--- config.mk ---
export PLATFORM = sky130hd
export DESIGN_NAME = asfp_port
export DESIGN_NICKNAME = d
export VERILOG_FILES = /design/src/rtl/asfp_fifo.v /design/src/rtl/asfp_port.v
export VERILOG_INCLUDE_DIRS = /design/src /design/src/rtl
export SDC_FILE = /design/constraint.sdc
export NUM_CORES = 1
export LEC_CHECK = 0
export BUFFER_PORTS_ARGS = -buffer_cell sky130_fd_sc_hd__buf_2
export CELL_PAD_IN_SITES_DETAIL_PLACEMENT = 1
export CELL_PAD_IN_SITES_GLOBAL_PLACEMENT = 1
export CORE_MARGIN = 2
export CORE_UTILIZATION = 58
export DETAILED_ROUTE_END_ITERATION = 8
export PLACE_DENSITY = 0.93
export SYNTH_ARGS = -nofsm -noshare
export SYNTH_HDL_FRONTEND = slang
export SYNTH_SLANG_ARGS = --single-unit
--- constraint.sdc ---
create_clock -name CLK -period 10.3 [get_ports CLK]
set_clock_uncertainty 0.2 [all_clocks]
set_input_delay 0.515 -clock CLK [delete_from_list [all_inputs] [get_ports CLK]]
set_output_delay 0.515 -clock CLK [all_outputs]
set_load 0.1 [all_outputs]
--- src/rtl/asfp_defines.vh ---
// Purpose: Shared constants for the asynchronous slave FIFO port
// Assumes: 25 MHz core clock
// Notes: Flag mode encodings and reset values
`ifndef ASFP_DEFINES_VH
`define ASFP_DEFINES_VH
`define ASFP_FLAG_EMPTY 2'h0
`define ASFP_FLAG_FULL 2'h1
`define ASFP_FLAG_PARTIAL 2'h2
`define ASFP_SYNC_RST 2'h3
`define ASFP_STROBE_IDLE 1'h1
`define ASFP_FLAG_RST 1'h1
`define ASFP_CTRL_PINS 5
`define ASFP_OFS_CS 1
`define ASFP_OFS_OE 2
`define ASFP_OFS_RD 3
`define ASFP_OFS_WR 4
`define ASFP_OFS_PE 5
`endif

--- src/rtl/asfp_fifo.v ---
// Purpose: One FIFO of the slave port, flop storage with fill count
// Assumes: Writer and reader honour full and empty
// Notes: Commit records packet boundaries toward the USB side
module asfp_fifo #(
  parameter WIDTH = 16,
  parameter DEPTH_LOG2 = 3,
  parameter PARTIAL_LEVEL = 4
) (
  // Clock and reset
  input wire clk,
  input wire nrst,
  // Write side
  input wire wr_en,
  input wire [WIDTH-1:0] wr_data,
  input wire commit,
  // Read side
  input wire rd_en,
  output wire [WIDTH-1:0] rd_data,
  // Status
  output wire empty,
  output wire full,
  output wire partial,
  output reg commit_pulse,
  output reg commit_zero
);
  localparam DEPTH = 1 << DEPTH_LOG2;
  reg [WIDTH-1:0] mem [0:DEPTH-1];
  reg [DEPTH_LOG2-1:0] wptr;
  reg [DEPTH_LOG2-1:0] rptr;
  reg [DEPTH_LOG2:0] count;
  reg [DEPTH_LOG2:0] pkt_count;
  wire do_wr = wr_en & ~full;
  wire do_rd = rd_en & ~empty;
  assign rd_data = mem[rptr];
  assign empty = (count == {(DEPTH_LOG2+1){1'b0}});
  assign full = (count == DEPTH[DEPTH_LOG2:0]);
  assign partial = (count >= PARTIAL_LEVEL[DEPTH_LOG2:0]);
  always @(posedge clk) begin
    if (do_wr) begin
      mem[wptr] <= wr_data;
    end
  end
  always @(posedge clk or negedge nrst) begin
    if (!nrst) begin
      wptr <= {DEPTH_LOG2{1'b0}};
      rptr <= {DEPTH_LOG2{1'b0}};
      count <= {(DEPTH_LOG2+1){1'b0}};
      pkt_count <= {(DEPTH_LOG2+1){1'b0}};
      commit_pulse <= 1'b0;
      commit_zero <= 1'b0;
    end else begin
      if (do_wr) begin
        wptr <= wptr + 1'b1;
      end
      if (do_rd) begin
        rptr <= rptr + 1'b1;
      end
      case ({do_wr, do_rd})
        2'b10: count <= count + 1'b1;
        2'b01: count <= count - 1'b1;
        default: count <= count;
      endcase
      // Commit covers the word written with it; zero-length when none pending
      commit_pulse <= commit;
      commit_zero <= commit & ~do_wr & (pkt_count == {(DEPTH_LOG2+1){1'b0}});
      if (commit) begin
        pkt_count <= {(DEPTH_LOG2+1){1'b0}};
      end else if (do_wr) begin
        pkt_count <= pkt_count + 1'b1;
      end
    end
  end
endmodule // asfp_fifo

--- src/rtl/asfp_port.v ---
// Purpose: Asynchronous slave FIFO port, strobes sampled on the core clock
// Assumes: Master strobe widths exceed three core periods (sync plus edge)
// Notes: No interface clock; all master pins pass a two-flop synchroniser, flag setup inputs do not
`include "asfp_defines.vh"
// Functional notes
// Master sets address and select before read
// Drive bus only during output enable
// Read strobe low presents current word
// Read pointer advances on strobe release
// Output enable and read may be tied
// Burst read: present, then advance per pulse
// Address and select no later than write
// Write data valid around strobe release
// Write strobe release stores word, advances
// Flags update after write or commit release
// Commit with last word ends short packet
// Commit without write sends empty packet
// Commit released at least 2ns after write
// Flags selectable kind, fixed or current address
// Master obeys flags for flow control
// No select: ignore strobes, release bus
module asfp_port #(
  parameter WIDTH = 16,
  parameter ADDR_BITS = 2,
  parameter DEPTH_LOG2 = 3,
  parameter PARTIAL_LEVEL = 4
) (
  // Clock and reset
  input wire CLK,
  input wire NRST,
  // Master control pins
  input wire [ADDR_BITS-1:0] FIFO_SELECT_ADDR,
  input wire FIFO_CHIP_SELECT_N,
  input wire FIFO_OUTPUT_ENABLE_N,
  input wire FIFO_READ_STROBE_N,
  input wire FIFO_WRITE_STROBE_N,
  input wire PACKET_COMMIT_N,
  // Data bus
  input wire [WIDTH-1:0] DATA_IN,
  output reg [WIDTH-1:0] DATA_OUT,
  output wire DATA_OE,
  // Flag configuration
  input wire [1:0] FLAG_KIND,
  input wire FLAG_USE_FIXED,
  input wire [ADDR_BITS-1:0] FLAG_FIXED_ADDR,
  // Flag and USB side outputs
  output reg FLAG,
  output reg [(1<<ADDR_BITS)-1:0] PACKET_COMMITTED,
  output reg [(1<<ADDR_BITS)-1:0] PACKET_ZERO_LENGTH
);
  localparam NFIFO = 1 << ADDR_BITS;
  localparam NSYNC = `ASFP_CTRL_PINS + ADDR_BITS + WIDTH;

  // Synchroniser stages; the data bus is synchronised too, it is stable at release
  reg [NSYNC-1:0] sync1;
  reg [NSYNC-1:0] sync2;
  // Previous synchronised strobe levels
  reg rd_prev;
  reg wr_prev;
  reg pe_prev;
  // Last word seen while the write strobe was low
  reg [WIDTH-1:0] data_hold;
  // Next values
  reg [WIDTH-1:0] next_data_hold;
  reg [WIDTH-1:0] next_data_out;
  reg next_flag;
  reg [NFIFO-1:0] next_committed;
  reg [NFIFO-1:0] next_zero_length;

  // Raw pins as they enter the first flop
  wire [NSYNC-1:0] pins = {FIFO_CHIP_SELECT_N, FIFO_OUTPUT_ENABLE_N, FIFO_READ_STROBE_N,
    FIFO_WRITE_STROBE_N, PACKET_COMMIT_N, FIFO_SELECT_ADDR, DATA_IN};

  // Synchronised pin levels; nothing reads the raw pins or the first stage
  wire cs_n = sync2[NSYNC-`ASFP_OFS_CS];
  wire oe_n = sync2[NSYNC-`ASFP_OFS_OE];
  wire rd_n = sync2[NSYNC-`ASFP_OFS_RD];
  wire wr_n = sync2[NSYNC-`ASFP_OFS_WR];
  wire pe_n = sync2[NSYNC-`ASFP_OFS_PE];
  wire [ADDR_BITS-1:0] addr = sync2[WIDTH+ADDR_BITS-1:WIDTH];
  wire [WIDTH-1:0] din = sync2[WIDTH-1:0];

  // Strobes count only while selected; release is the active edge
  wire sel = ~cs_n;
  wire rd_rise = sel & rd_n & ~rd_prev;
  wire wr_rise = sel & wr_n & ~wr_prev;
  wire pe_rise = sel & pe_n & ~pe_prev;
  // Read view: strobe or enable low, so a tied strobe and enable work alike
  wire rd_view = sel & (~rd_n | ~oe_n);

  // Per-FIFO status and data
  wire [NFIFO-1:0] f_empty;
  wire [NFIFO-1:0] f_full;
  wire [NFIFO-1:0] f_partial;
  wire [NFIFO-1:0] f_cpulse;
  wire [NFIFO-1:0] f_czero;
  wire [WIDTH*NFIFO-1:0] f_rdata;

  // Address decode, shared by the write, read and commit enables
  function addr_hit;
    input [ADDR_BITS-1:0] a;
    input integer idx;
    begin
      addr_hit = (a == idx[ADDR_BITS-1:0]);
    end
  endfunction

  // Bus enable from synchronised pins only; it trails the pins by two clocks
  assign DATA_OE = sel & ~oe_n;

  genvar g;
  generate
    for (g = 0; g < NFIFO; g = g + 1) begin : fifo_g
      asfp_fifo #(
        .WIDTH(WIDTH),
        .DEPTH_LOG2(DEPTH_LOG2),
        .PARTIAL_LEVEL(PARTIAL_LEVEL)
      ) u_fifo (
        .clk(CLK),
        .nrst(NRST),
        .wr_en(wr_rise & addr_hit(addr, g)),
        .wr_data(data_hold),
        .commit(pe_rise & addr_hit(addr, g)),
        .rd_en(rd_rise & addr_hit(addr, g)),
        .rd_data(f_rdata[g*WIDTH +: WIDTH]),
        .empty(f_empty[g]),
        .full(f_full[g]),
        .partial(f_partial[g]),
        .commit_pulse(f_cpulse[g]),
        .commit_zero(f_czero[g])
      );
    end
  endgenerate

  // Flag kind select; the spare code reads as empty
  function flag_of;
    input [1:0] kind;
    input e, f, p;
    begin
      case (kind)
        `ASFP_FLAG_EMPTY: flag_of = e;
        `ASFP_FLAG_FULL: flag_of = f;
        `ASFP_FLAG_PARTIAL: flag_of = p;
        default: flag_of = e;
      endcase
    end
  endfunction

  wire [WIDTH-1:0] cur_rdata = f_rdata[addr*WIDTH +: WIDTH];
  wire [ADDR_BITS-1:0] flag_addr = FLAG_USE_FIXED ? FLAG_FIXED_ADDR : addr;

  // Two-flop synchroniser, reset to all ones, the idle level of the active-low pins
  always @(posedge CLK or negedge NRST) begin
    if (!NRST) begin
      sync1 <= {NSYNC{1'b1}};
      sync2 <= {NSYNC{1'b1}};
    end else begin
      sync1 <= pins;
      sync2 <= sync1;
    end
  end

  // Strobe history reset high, so reset itself never looks like a release
  always @(posedge CLK or negedge NRST) begin
    if (!NRST) begin
      rd_prev <= `ASFP_STROBE_IDLE;
      wr_prev <= `ASFP_STROBE_IDLE;
      pe_prev <= `ASFP_STROBE_IDLE;
    end else begin
      rd_prev <= rd_n;
      wr_prev <= wr_n;
      pe_prev <= pe_n;
    end
  end

  // Write word taken while the strobe is low; the release sample may be stale
  always @* begin
    next_data_hold = data_hold;
    if (sel && !wr_n) begin
      next_data_hold = din;
    end
  end

  always @(posedge CLK or negedge NRST) begin
    if (!NRST) begin
      data_hold <= {WIDTH{1'b0}};
    end else begin
      data_hold <= next_data_hold;
    end
  end

  // Bus shows current word of the addressed FIFO; pointer moves only on release
  always @* begin
    next_data_out = DATA_OUT;
    if (rd_view) begin
      next_data_out = cur_rdata;
    end
  end

  always @(posedge CLK or negedge NRST) begin
    if (!NRST) begin
      DATA_OUT <= {WIDTH{1'b0}};
    end else begin
      DATA_OUT <= next_data_out;
    end
  end

  // Flag follows the fill state one clock after the store or read; a commit leaves the fill state unchanged
  always @* begin
    next_flag = flag_of(FLAG_KIND, f_empty[flag_addr], f_full[flag_addr],
      f_partial[flag_addr]);
  end

  always @(posedge CLK or negedge NRST) begin
    if (!NRST) begin
      FLAG <= `ASFP_FLAG_RST;
    end else begin
      FLAG <= next_flag;
    end
  end

  // Commit pulses toward the USB side, one clock each
  always @* begin
    next_committed = f_cpulse;
    next_zero_length = f_czero;
  end

  always @(posedge CLK or negedge NRST) begin
    if (!NRST) begin
      PACKET_COMMITTED <= {NFIFO{1'b0}};
      PACKET_ZERO_LENGTH <= {NFIFO{1'b0}};
    end else begin
      PACKET_COMMITTED <= next_committed;
      PACKET_ZERO_LENGTH <= next_zero_length;
    end
  end
endmodule // asfp_port

# ---- After elaboration in Yosys (flattened, before gate mapping)
# Memory sizes are Yosys's and may differ from the RTL's.
# Cells that the tools add are included.
dict set report totals {
  out_inout_bits 26
  mem_bits_rw 512
  input_bits 30
  n_memories 4
  regBits 154
  wordCells 183
}
dict set report classes {
  n_reduce_logical 19
  eq_ne 17
  n_bitwise 55
  add_sub_neg 20
  muxes 28
  shift 1
  magnitude_cmp 5
}
# name words width read_ports rd_clocked_by_memory_dff write_ports line_no
set memory_table {}
lappend memory_table {{fifo_g[0].u_fifo.mem} 8 16 1 0 1 asfp_fifo.v:27} ;# reg [WIDTH-1:0] mem [0:DEPTH-1];
lappend memory_table {{fifo_g[1].u_fifo.mem} 8 16 1 0 1 asfp_fifo.v:27}
lappend memory_table {{fifo_g[2].u_fifo.mem} 8 16 1 0 1 asfp_fifo.v:27}
lappend memory_table {{fifo_g[3].u_fifo.mem} 8 16 1 0 1 asfp_fifo.v:27}
# operator n
set ops {}
lappend ops {{variable part select 64 x 7 -> 16 bit} 1}
lappend ops {{AND 1 bit} 36}
lappend ops {{adder 4 x 1 -> 4 bit (second input constant)} 8}
lappend ops {{zero test 4 bit} 8}
lappend ops {{2-to-1 mux 4 bit} 8}
lappend ops {{one-hot mux 4 bit (2 select lines)} 4}
lappend ops {{adder 3 x 1 -> 3 bit (second input constant)} 8}
lappend ops {{NOT 1 bit} 18}
lappend ops {{== test 4 bit (second input constant)} 4}
lappend ops {{>= comparator 4 x 3 -> 1 bit (second input constant)} 4}
lappend ops {{nonzero test 2 bit} 8}
lappend ops {{subtractor 4 x 1 -> 4 bit (second input constant)} 4}
lappend ops {{== test 2 bit (second input constant)} 7}
lappend ops {{== test 2 x 1 -> 1 bit (second input constant)} 6}
lappend ops {{2-to-1 mux 1 bit} 11}
lappend ops {{binary-select mux 1 bit (select 2 bit)} 3}
lappend ops {{< comparator 2 x 3 -> 1 bit (second input constant)} 1}
lappend ops {{zero test 2 bit} 1}
lappend ops {{2-to-1 mux 2 bit} 1}
lappend ops {{one-hot mux 1 bit (2 select lines)} 1}
lappend ops {{logical AND 1 bit} 1}
lappend ops {{zero test 1 bit} 1}
lappend ops {{bitwise OR 1 bit} 1}

# ---- Longest topological paths before layout
# Gate-level depths: netlist (run 1).
dict set report depth {
  depth_word 8
  ltp_mapped 12
  depth_no_buf 10
}

# ---- Modules after synthesis
# A second synthesis (run 1) with hierarchy kept.
dict set report unflattened {
  hier_cells 1312
  hier_area_um2 26355.3
}
# mod seq_area_each_um2 cells_per_inst area_per_inst_um2 n_inst
set by_module_without_submodules {}
lappend by_module_without_submodules {asfp_fifo 4244.1 283 5756.8 4}
lappend by_module_without_submodules {asfp_port 2314.7 180 3328.2 1}

# ---- Worst setup path before layout (run 1)
# Ideal clock, no wire load.
dict set report synth_timing {
  path_kind {flip-flop to flip-flop}
  startpoint {reg sync2[19]}
  endpoint {mem fifo_g[1].u_fifo.mem[0][0] (enable)}
  n_path_buf 1
  synth_period_minus_slack_ps 3634
  setup_slack_ps 6666
  t_required_ps 9670
  t_arrival_ps 3004
  setup_ps 430
  path_stages_with_launch 6
  cell_sequence {dfstp_2 or3b_1 buf_2 nor3_4 inv_2 nor4_1}
}
dict set report synth_between {
  elab_chain_len 6
}
# item line_no
set synth_lines {}
lappend synth_lines {{start: declaration} asfp_port.v:56} ;# reg [NSYNC-1:0] sync2;
lappend synth_lines {{start signal: assignment} asfp_port.v:156} ;# sync2 <= {NSYNC{1'b1}};
lappend synth_lines {{start signal: assignment} asfp_port.v:159} ;# sync2 <= sync1;
lappend synth_lines {{AND 1 bit (2 in a row)} asfp_port.v:86} ;# wire wr_rise = sel & wr_n & ~wr_prev;
lappend synth_lines {{AND 1 bit} asfp_port.v:121} ;# .wr_en(wr_rise & addr_hit(addr, g)),
lappend synth_lines {{AND 1 bit} asfp_fifo.v:32} ;# wire do_wr = wr_en & ~full;
lappend synth_lines {{2-to-1 mux 1 bit} asfp_fifo.v:39} ;# if (do_wr) begin
lappend synth_lines {{2-to-1 mux 1 bit (not written as such)} asfp_fifo.v:40} ;# mem[wptr] <= wr_data;
lappend synth_lines {{end: declaration} asfp_fifo.v:27}
# No other way between the ends.

# ---- Worst setup path in the final report (run 1)
dict set report layout_timing {
  startpoint {reg sync2[17]}
  endpoint {mem fifo_g[2].u_fifo.mem[6][6] (enable)}
}
dict set report layout_between {
  elab_chain_len 5
}
# item line_no
set layout_lines {}
lappend layout_lines {{== test 2 bit} asfp_port.v:104} ;# addr_hit = (a == idx[ADDR_BITS-1:0]);
lappend layout_lines {{AND 1 bit} asfp_port.v:121}
lappend layout_lines {{AND 1 bit} asfp_fifo.v:32}
lappend layout_lines {{2-to-1 mux 1 bit} asfp_fifo.v:39}
lappend layout_lines {{2-to-1 mux 1 bit (not written as such)} asfp_fifo.v:40}
lappend layout_lines {{end: declaration} asfp_fifo.v:27}
# No other way between the ends.

==> reports/qor.csv, run 1 <==
metric;value;unit
Worst slew margin;9.52;%
post-route cell area;0.0295;mm^2
pin count of the biggest net entering global routing;83;
most used flip-flop cell after synthesis;edfxtp_1;
Post-Route Utilization;66.8;%
Clk Tree Root Cell;clkbuf_16;
CP required;10.30;ns
outcome;completed;
row count;77;
Max Cap Viol;0;
Final HPWL DP;44700;um
pre-CTS setup slack;6.27;ns
EDFF count, synth;512;
Post-route DRC;0;
Worst-Skew Late Latency;0.62;ns
area leader, netlist;edfxtp_1;
Cell variety after synth;58;
n_diodes;0;
Power Dens Cells;248;mW/mm^2
worst r2r src;sync2[17];
register area share after synthesis;74.5;%
Routed Antenna Nets;0;
ys async rst share;23.1;%
vias per cell;6.69;
vias;14900;
CTS max path bufs;3;
Worst setup startpoint;sync2[17];
leakage;10.3;nW
initial antenna violation count;2;
die height;215;um
endpoint class of the critical path;flip-flop;
Hold Path Class;in -> reg;
maximum vdd drop;0.174;mV
Setup Viol. Count Final;0;
crit start category;flip-flop;
worst-path fanout max;16;
layout cells sized above 1;25.4;%
final net count;1645;
Final Hold Fails;0;
R2R Setup Slk;6.32;ns
core area;0.0441;mm^2
port bufs;55;
Die W;215;um
Area Growth Syn to Fin;13.8;%
CTS tree;yes;
Final GP Congestion;0.859;
Gates resized, CTS repair;0;
Area contributors post-synth;edfxtp_1 59%, dfrtp_1 10%, dfstp_2 5.1%;
Yosys warnings;0;
total track usage;34.5;%
DR pass1 iterations;5;
Worst-Margin Slew;1.35;ns
final WL;78100;um
Initial Utilization;58.7;%
Synth Instances;1451;
leading cell type in the layout, fill and taps excluded;edfxtp_1;
final worst slack;6.32;ns
Area after DPL;0.0271;mm^2
GR Overflow Total;0;
Pins Over Slew Limit;0;
CP arrival;3.98;ns
die area;0.0464;mm^2
clock sinks;666;
Clk pin slew, worst setup/hold paths;0.06;ns
Yosys reg bits;666;
Highest Clock Rate;251;MHz
postcts setup bufs;0;
Syn Nets;1511;
RSZ-0062 raised after global routing;false;
IO Count;56;
Num CTS Buffers;67;
Tmin final;3.98;ns
crit path kind;reg -> reg;
Synth Area per Inst;17.9;um^2
DR WL/cell;35.0;um
fin crit share;38.6;%
crit path capture;fifo_g[2].u_fifo.mem[6][6];
RR Endpoint;fifo_g[2].u_fifo.mem[6][6];
Tot Pwr;7.31;mW
setup tns final;0;ns
top cell type's share of synthesized area;59.4;%
most frequent cells in the layout;512 x edfxtp_1, 119 x mux2i_1, 98 x dfrtp_1, 77 x nand2_1, 70 x mux2_2;
vias in the first global route;15900;
hold_buf cts;24;
first-pass GRT wire length;114000;um
CTS HTree Levels;3;
cells on worst reg2reg path;4;
First DRT Iteration DRCs;2138;
synthesized cell area;0.0259;mm^2
[synth_stat cells (all sizes together) (5+ instances only)]
master   number
a211o         5
a21oi        31
a22o          6
a22oi        46
buf          36
clkbuf       24
dfrtp       104
dfstp        50
edfxtp      512
ha           30
inv          20
mux2         71
mux2i       119
mux4         51
nand2        77
nand2b       12
nand3        17
nand4        10
nor2         57
nor2b         7
nor3         26
nor4          7
o2111ai      10
o21ai        13
o22a         11
o22ai        16
o32a          7
xnor2        21
xor2         27
[metrics by stage]
step / instances / hold WS [ns]
CTS: 2232 / 0.119
detailed placement: 2084 / 0.136
global placement: 2084 / 0.135
global route: 2232 / 0.157
finish: 2232 / 0.135
floorplan: 1451 / 0.0194
[metal layers]
metal / vias up / share of wire [%] / GRT usage, %
li1: 5903 / - / -
met3: 257 / 8.9 / 5.90
met4: 2 / 5.1 / 16.4
met5: - / 0.017 / 0
met1: 7684 / 36 / 44.5
met2: 1080 / 50 / 57.6
[cell families (layout without fill, tap and decap cells)]
kind of cell | Yosys count | count (layout) | synth area share, %
AO/OA/AOI/OAI | 155 | 155 | 4.37
XOR/XNOR | 48 | 48 | 1.62
adder cells (fa/ha/maj) | 30 | 30 | 1.45
buffers and inverters | 80 | 269 | 1.51
flip-flops | 666 | 666 | 74.5
multiplexers | 241 | 241 | 12.1
AND/OR/NAND/NOR | 231 | 231 | 4.46
[critical path: stages, from the launching register on]
cell and delay, ns:
dfstp_2 0.63, nand2b_1 0.38, nor3_2 0.89, nand2b_1 0.37, nor2_1 1.10
[where the power goes]
group / switching [mW] / internal, mW / total [mW]
clock network: 1.07 / 1.38 / 2.45
registers: 0.290 / 3.11 / 3.40
logic: 0.929 / 0.536 / 1.47
[state kept, by name, indices dropped and copies added, names as in the netlist]
register and count:
rd_prev 1, fifo_g.u_fifo.pkt_count 16, fifo_g.u_fifo.wptr 12, data_hold 16, fifo_g.u_fifo.count 16, PACKET_ZERO_LENGTH 4
PACKET_COMMITTED 4, wr_prev 1, sync2 23, fifo_g.u_fifo.mem 512, pe_prev 1, FLAG 1
fifo_g.u_fifo.rptr 12, fifo_g.u_fifo.commit_pulse 4, fifo_g.u_fifo.commit_zero 4, DATA_OUT 16, sync1 23
[worst min-delay path by stage]
stage	startpoint	to	slack (ns)	depth (start not counted)
after floorplan	NRST	DATA_OUT[0]	0.02	0
after global placement	fifo_g[2].u_fifo.commit_pulse	PACKET_COMMITTED[2]	0.13	0
after CTS	FLAG_KIND[1]	FLAG	0.12	5
after global routing	sync1[20]	sync2[20]	0.16	0
after detailed placement	fifo_g[2].u_fifo.commit_pulse	PACKET_COMMITTED[2]	0.14	0
final	FLAG_KIND[1]	FLAG	0.13	5
[cell type report]
cell class,instances,area (um^2)
inverter,20,75.1
tap,592,741
multi-input combinational,705,6330
sequential,666,19300
fill,3756,14700
clock inverter,27,246
timing repair buffer,125,867
clock buffer,97,1910
No activity file was read; power rests on OpenSTA's default activity.
==> run 2: changes to the inputs <==
ABC_AREA = 1   (was default)
CORE_UTILIZATION = 46   (was 58)
PLACE_DENSITY = 0.85   (was 0.93)
clock period = 3.6 ns   (was 10.3 ns; I/O delays follow)
==> run 2 against run 1 <==
  * Sequential power increased to 2.8 times the previous value
  * Count of clock-buffer cells in the layout did not move
  * Via count increased by 32%
  * Critical path depth increased by 7
  * First-iteration DRC count down 6.3%
  * Sequential cell count did not move
  * Setup slack worse by 5.9 ns
  * Core utilization fell by 14 points
  * Die area grew 35%
  * Cell count rose by 56%
  * Critical path type unchanged
  * Critical endpoint is now fifo_g[3].u_fifo.count[2]
  * Largest power group unchanged
==> reports/qor.csv, run 2 <==
metric;value;unit
outcome;completed;
total track usage;27.7;%
leading cell type in the layout, fill and taps excluded;nand2_1;
Reg with most FFs;fifo_g.u_fifo.mem;
Pins Over Slew Limit;0;
Hold Path Class;in -> reg;
first-pass GRT wire length;130000;um
Area Growth Syn to Fin;14.1;%
hold_buf cts;48;
pre-CTS setup slack;0.760;ns
Yosys warnings;0;
setup tns final;0;ns
Worst-Margin Slew;1.09;ns
Initial Utilization;46.3;%
Worst-Skew Late Latency;0.64;ns
Max Cap Viol;0;
maximum vdd drop;0.418;mV
fin crit share;89.3;%
largest registers;fifo_g.u_fifo.mem x512, sync1 x23, sync2 x23;
layout cells sized above 1;12.6;%
Clk Tree Root Cell;clkbuf_16;
Syn Nets;2578;
most used flip-flop cell after synthesis;edfxtp_1;
ys async rst share;23.1;%
row count;90;
die height;250;um
top cell type's share of synthesized area;55.2;%
First DRT Iteration DRCs;2003;
Die W;250;um
commonest cells in the netlist;608 x nand2_1, 512 x edfxtp_1, 354 x nand3_1;
crit start category;flip-flop;
Slowest-stage cell, CP;dfstp_2;
pin count of the biggest net entering global routing;89;
initial antenna violation count;0;
final worst slack;0.385;ns
area leader, netlist;edfxtp_1;
Gates resized, CTS repair;0;
leakage;13.0;nW
CP arrival;3.51;ns
vias in the first global route;21500;
Clk pin slew, worst setup/hold paths;0.07;ns
CTS max path bufs;3;
Setup Viol. Count Final;0;
RSZ-0062 raised after global routing;false;
worst-path fanout max;5;
Num CTS Buffers;70;
count leader, synth;nand2_1;
Final Hold Fails;0;
vias per cell;5.66;
Synth Area per Inst;11.1;um^2
DR pass1 iterations;5;
Final HPWL DP;50400;um
Synth Instances;2518;
crit path kind;reg -> reg;
vias;19700;
CTS HTree Levels;3;
die area;0.0625;mm^2
Crit path largest cell delay;0.55;ns
Highest Clock Rate;311;MHz
Cell variety after synth;41;
GR Overflow Total;0;
final net count;2704;
CP required;3.90;ns
synthesized cell area;0.0278;mm^2
Worst slew margin;27.6;%
Tmin final;3.22;ns
Power Dens Cells;693;mW/mm^2
IO Count;56;
Area contributors post-synth;edfxtp_1 55%, dfrtp_1 9.4%, nand2_1 8.2%;
crit-path cells;nand2_1 -> nor2_1 -> nand3_1 -> inv_1 -> ha_1 -> xor2_1 -> ha_1 -> a21oi_1 -> a21oi_1 -> o21ai_0 -> o21ai_0;
endpoint class of the critical path;flip-flop;
EDFF count, synth;512;
# fillers;6375;
Routed Antenna Nets;0;
Yosys reg bits;666;
Post-route DRC;0;
port bufs;55;
postcts setup bufs;0;
Final GP Congestion;0.889;
final WL;85600;um
register area share after synthesis;69.3;%
core area;0.0601;mm^2
clock sinks;666;
DR WL/cell;24.6;um
CTS tree;yes;
number of flip-flops in the largest register;512;
most frequent cells in the layout;608 x nand2_1, 512 x edfxtp_1, 354 x nand3_1, 291 x inv_1, 225 x nor2_1;
-- run 2: kinds of logic (layout without fill, tap and decap cells) --
family | after synthesis | count (layout) | synth area share, %
flops | 666 | 666 | 69.3
buf+inv | 412 | 595 | 6.19
xor+xnor | 31 | 31 | 0.975
compound gates | 113 | 113 | 2.26
other cells | 0 | 1 | 0
simple gates | 1250 | 1250 | 19.3
mux | 16 | 16 | 0.647
fa+ha+maj | 30 | 30 | 1.35
-- run 2: final cells by class --
class                           instances  area [um^2]  area share [%]
Antenna cell                            1         2.50         0.00788
Clock buffer                           97         1980            6.22
Clock inverter                         32          251           0.792
Inverter                              310         1160            3.67
Multi-Input combinational cell       1440         6880            21.7
Sequential cell                       666        19300            60.8
Tap cell                              782          978            3.08
Timing Repair Buffer                  156         1200            3.78
-- run 2: power by group --
| part | total (mW) | internal [mW] | switching (mW) |
|---|---|---|---|
| clock network | 7.23 | 4.08 | 3.15 |
| logic | 5.19 | 1.29 | 3.90 |
| registers | 9.59 | 8.87 | 0.726 |
| total | 22.0 | 14.2 | 7.78 |
-- run 2: path summary, 6_finish.rpt --
| kind | endpoint | slack [ns] | cells after the start | start |
|---|---|---|---|---|
| max in group asynchronous | fifo_g[1].u_fifo.rptr[0] | 2.56 | 3 | NRST |
| worst min-delay path | sync1[5] | 0.008 | 2 | DATA_IN[5] |
| min in group asynchronous | sync1[3] | 0.05 | 2 | NRST |
| worst max-delay path | fifo_g[3].u_fifo.count[2] | 0.38 | 11 | sync2[20] |
| worst min register to register | sync2[12] | 0.14 | 0 | sync1[12] |
| worst max register to register | fifo_g[3].u_fifo.count[2] | 0.38 | 11 | sync2[20] |
-- run 2: per-stage QoR --
step | instance area, um^2 | util [%] | hold slack [ns] | total power, mW | instances
floorplan | 27800 | - | -0.316 | 12.9 | 2518
global placement | 29000 | 48.3 | 0.0220 | 14.3 | 3306
detailed placement | 29000 | 48.3 | 0.0384 | 14.7 | 3306
CTS | 31800 | 52.8 | 0.00282 | 21.9 | 3483
global route | 31800 | 52.8 | 0.00397 | 22.8 | 3483
finish | 31800 | 52.8 | 0.00780 | 22.0 | 3484
-- run 2: critical path: cells and delay by family (launching register included) --
kind                       cells  cell delay [ns]
and+or+nand+nor                3             0.86
AOI/OAI and AO/OA              4             0.60
adders and majority gates      2             0.49
xor gates and xnor gates       1             0.13
DFF                            1             0.55
buffers and inverters          1             0.25
-- run 2: per-layer routing --
metal | share of wire [%] | vias to the layer above | GRT usage, %
met4 | 5.4 | 0 | 15.8
met3 | 7.1 | 254 | 4.55
met1 | 37 | 9949 | 33.1
met5 | 0 | - | 0
li1 | - | 8556 | -
met2 | 51 | 958 | 47.6
==> run 3: changes to the inputs <==
==> constraint.sdc (replaced) <==
create_clock -name CLK -period 3.6 [get_ports CLK]
set_clock_uncertainty 0.2 [all_clocks]
set_input_delay 0.36 -clock CLK [delete_from_list [all_inputs] [get_ports CLK]]
set_output_delay 0.36 -clock CLK [all_outputs]
set_load 0.1 [all_outputs]
==> run 3 against run 2 <==
  * Hold slack improved by 0.061 ns
  * Via count fell by 2.8%
  * Final area fell by 1.3%
  * Core utilization fell by 0.68 points
  * Clock power fell by 5.8%
  * Sequential power barely moved
  * Maximum frequency rose by 1.2%
  * Critical path depth fell by 1
  * Non-clock buffer count fell by 23
  * Critical path type unchanged
  * Critical endpoint is now fifo_g[0].u_fifo.count[3]
  * Highest routed layer unchanged
==> reports/qor.csv, run 3 (synthesized netlist as in run 2, its figures left out) <==
metric;value;unit
CTS HTree Levels;3;
row count;90;
DR WL/cell;23.8;um
Post-Route Utilization;52.2;%
Gates resized, CTS repair;0;
Highest Clock Rate;315;MHz
# fillers;6440;
internal power;14.0;mW
die height;250;um
Die W;250;um
register share of total power;44.7;%
crit start category;flip-flop;
postcts setup bufs;0;
Final GP Congestion;0.873;
most frequent cells in the layout;608 x nand2_1, 512 x edfxtp_1, 354 x nand3_1, 291 x inv_1, 225 x nor2_1;
CP arrival;3.47;ns
Clk pwr share;31.7;%
maximum vdd drop;0.399;mV
Hold Crit Start;FLAG_KIND[1];
Tmin final;3.18;ns
IO Count;56;
First DRT Iteration DRCs;1650;
layout cells sized above 1;12.5;%
Hold Path Class;in -> reg;
logic gate share of total power;23.6;%
CP required;3.89;ns
WHS Path Cells;5;
Num CTS Buffers;69;
number of flip-flops in the largest register;512;
Final Hold Fails;0;
Sw Ratio;34.9;%
total track usage;26.7;%
GR Overflow Total;0;
Power Dens Cells;684;mW/mm^2
total area of sequential cells;0.0193;mm^2
post-route cell area;0.0314;mm^2
hold_buf cts;24;
Area after DPL;0.0290;mm^2
Worst slew margin;27.9;%
first-pass GRT wire length;126000;um
Worst-Skew Late Latency;0.62;ns
Hold EP;FLAG;
RR Endpoint;fifo_g[0].u_fifo.count[3];
CTS max path bufs;3;
leading cell type in the layout, fill and taps excluded;nand2_1;
vias per cell;5.54;
clock sinks;666;
vias;19200;
Max Cap Viol;0;
vias in the first global route;21100;
CTS tree;yes;
core area;0.0601;mm^2
pin count of the biggest net entering global routing;87;
footprint of the multi-input gates;0.00688;mm^2
Clk Tree Root Cell;clkbuf_16;
final WL;82100;um
RSZ-0062 raised after global routing;false;
largest registers;fifo_g.u_fifo.mem x512, sync1 x23, sync2 x23;
Routed Antenna Nets;0;
Setup Viol. Count Final;0;
R2R Setup Slk;0.42;ns
Post-route DRC;0;
worst-path fanout max;5;
worst r2r src;sync2[20];
Worst-Margin Slew;1.08;ns
DR pass1 iterations;5;
Tot Pwr;21.5;mW
Initial Utilization;46.3;%
Reg with most FFs;fifo_g.u_fifo.mem;
Pins Over Slew Limit;0;
initial antenna violation count;0;
setup tns final;0;ns
crit path kind;reg -> reg;
outcome;completed;
cells on worst reg2reg path;10;
hold_ws;0.0687;ns
Sw Pwr;7.49;mW
Area Growth Syn to Fin;12.7;%
fin crit share;88.2;%
endpoint class of the critical path;flip-flop;
Clk pin slew, worst setup/hold paths;0.06;ns
die area;0.0625;mm^2
Final HPWL DP;49800;um
leakage;12.8;nW
final net count;2680;
port bufs;55;
==> run 3: cell types whose count changed in the layout (fill, tap and decap cells not counted), sizes merged <==
cell | before | now
clkinvlp | 2 | 0
dlygate4sd3 | 47 | 24
clkbuf | 97 | 104
diode | 1 | 2
clkinv | 28 | 22
bufinv | 3 | 0
inv | 309 | 307
==> run 3: worst max path at each step <==
stage | start | to | slack (ns) | cells after the start
6_report | sync2[20] | fifo_g[0].u_fifo.count[3] | 0.42 | 10
3_3_place_gp | sync2[20] | fifo_g[0].u_fifo.count[3] | 0.92 | 10
2_1_floorplan | sync2[19] | fifo_g[0].u_fifo.mem[0][0] | 0.69 | 5
4_1_cts | sync2[20] | fifo_g[0].u_fifo.count[3] | 0.53 | 10
3_5_place_dp | sync2[20] | fifo_g[3].u_fifo.count[2] | 0.68 | 11
5_1_grt | sync2[20] | fifo_g[3].u_fifo.count[2] | 0.35 | 11
==> run 3: through the flow <==
step	std cells	setup WS [ns]
final	3456	0.424
after global routing	3454	0.347
after CTS	3454	0.534
after detailed placement	3307	0.679
after global placement	3307	0.917
after floorplan	2518	0.686
==> run 3: per-layer routing <==
metal | share of wire, % | track usage [%] | routed length, um | vias up
met2 | 51 | 46.9 | 42100 | 752
met1 | 37 | 31.7 | 30600 | 9643
met5 | 0 | 0 | 0 | -
li1 | - | - | - | 8514
met4 | 5.3 | 14.3 | 4350 | 0
met3 | 6.2 | 4.15 | 5090 | 254
==> run 3: power groups by stage <==
stage                     clock, mW  sequential [mW]  combinational, mW
final                          6.81             9.59               5.06
after global routing           7.18             9.63               5.52
after CTS                      6.85             9.58               5.05
after detailed placement          0             9.72               4.93
after global placement            0             9.64               4.64
after floorplan                   0             9.92               3.01
==> run 3: layout make-up <==
| class | instances | area share, % |
|---|---|---|
| sequential | 666 | 61.6 |
| clock inverter | 19 | 0.275 |
| timing repair buffer | 133 | 2.96 |
| tap | 782 | 3.12 |
| antenna | 2 | 0.0160 |
| inverter | 310 | 3.71 |
| clock buffer | 104 | 6.40 |
| multi-input combinational | 1440 | 21.9 |
==> run 3: critical path: stages, from the launching register on <==
cell	delay, ns
dfstp_2	0.55
nand2_1	0.07
nor2_1	0.44
nand3_1	0.24
inv_1	0.21
ha_1	0.27
xor2_1	0.27
nand2_1	0.13
o21ai_0	0.30
nand3_1	0.21
xnor2_1	0.17
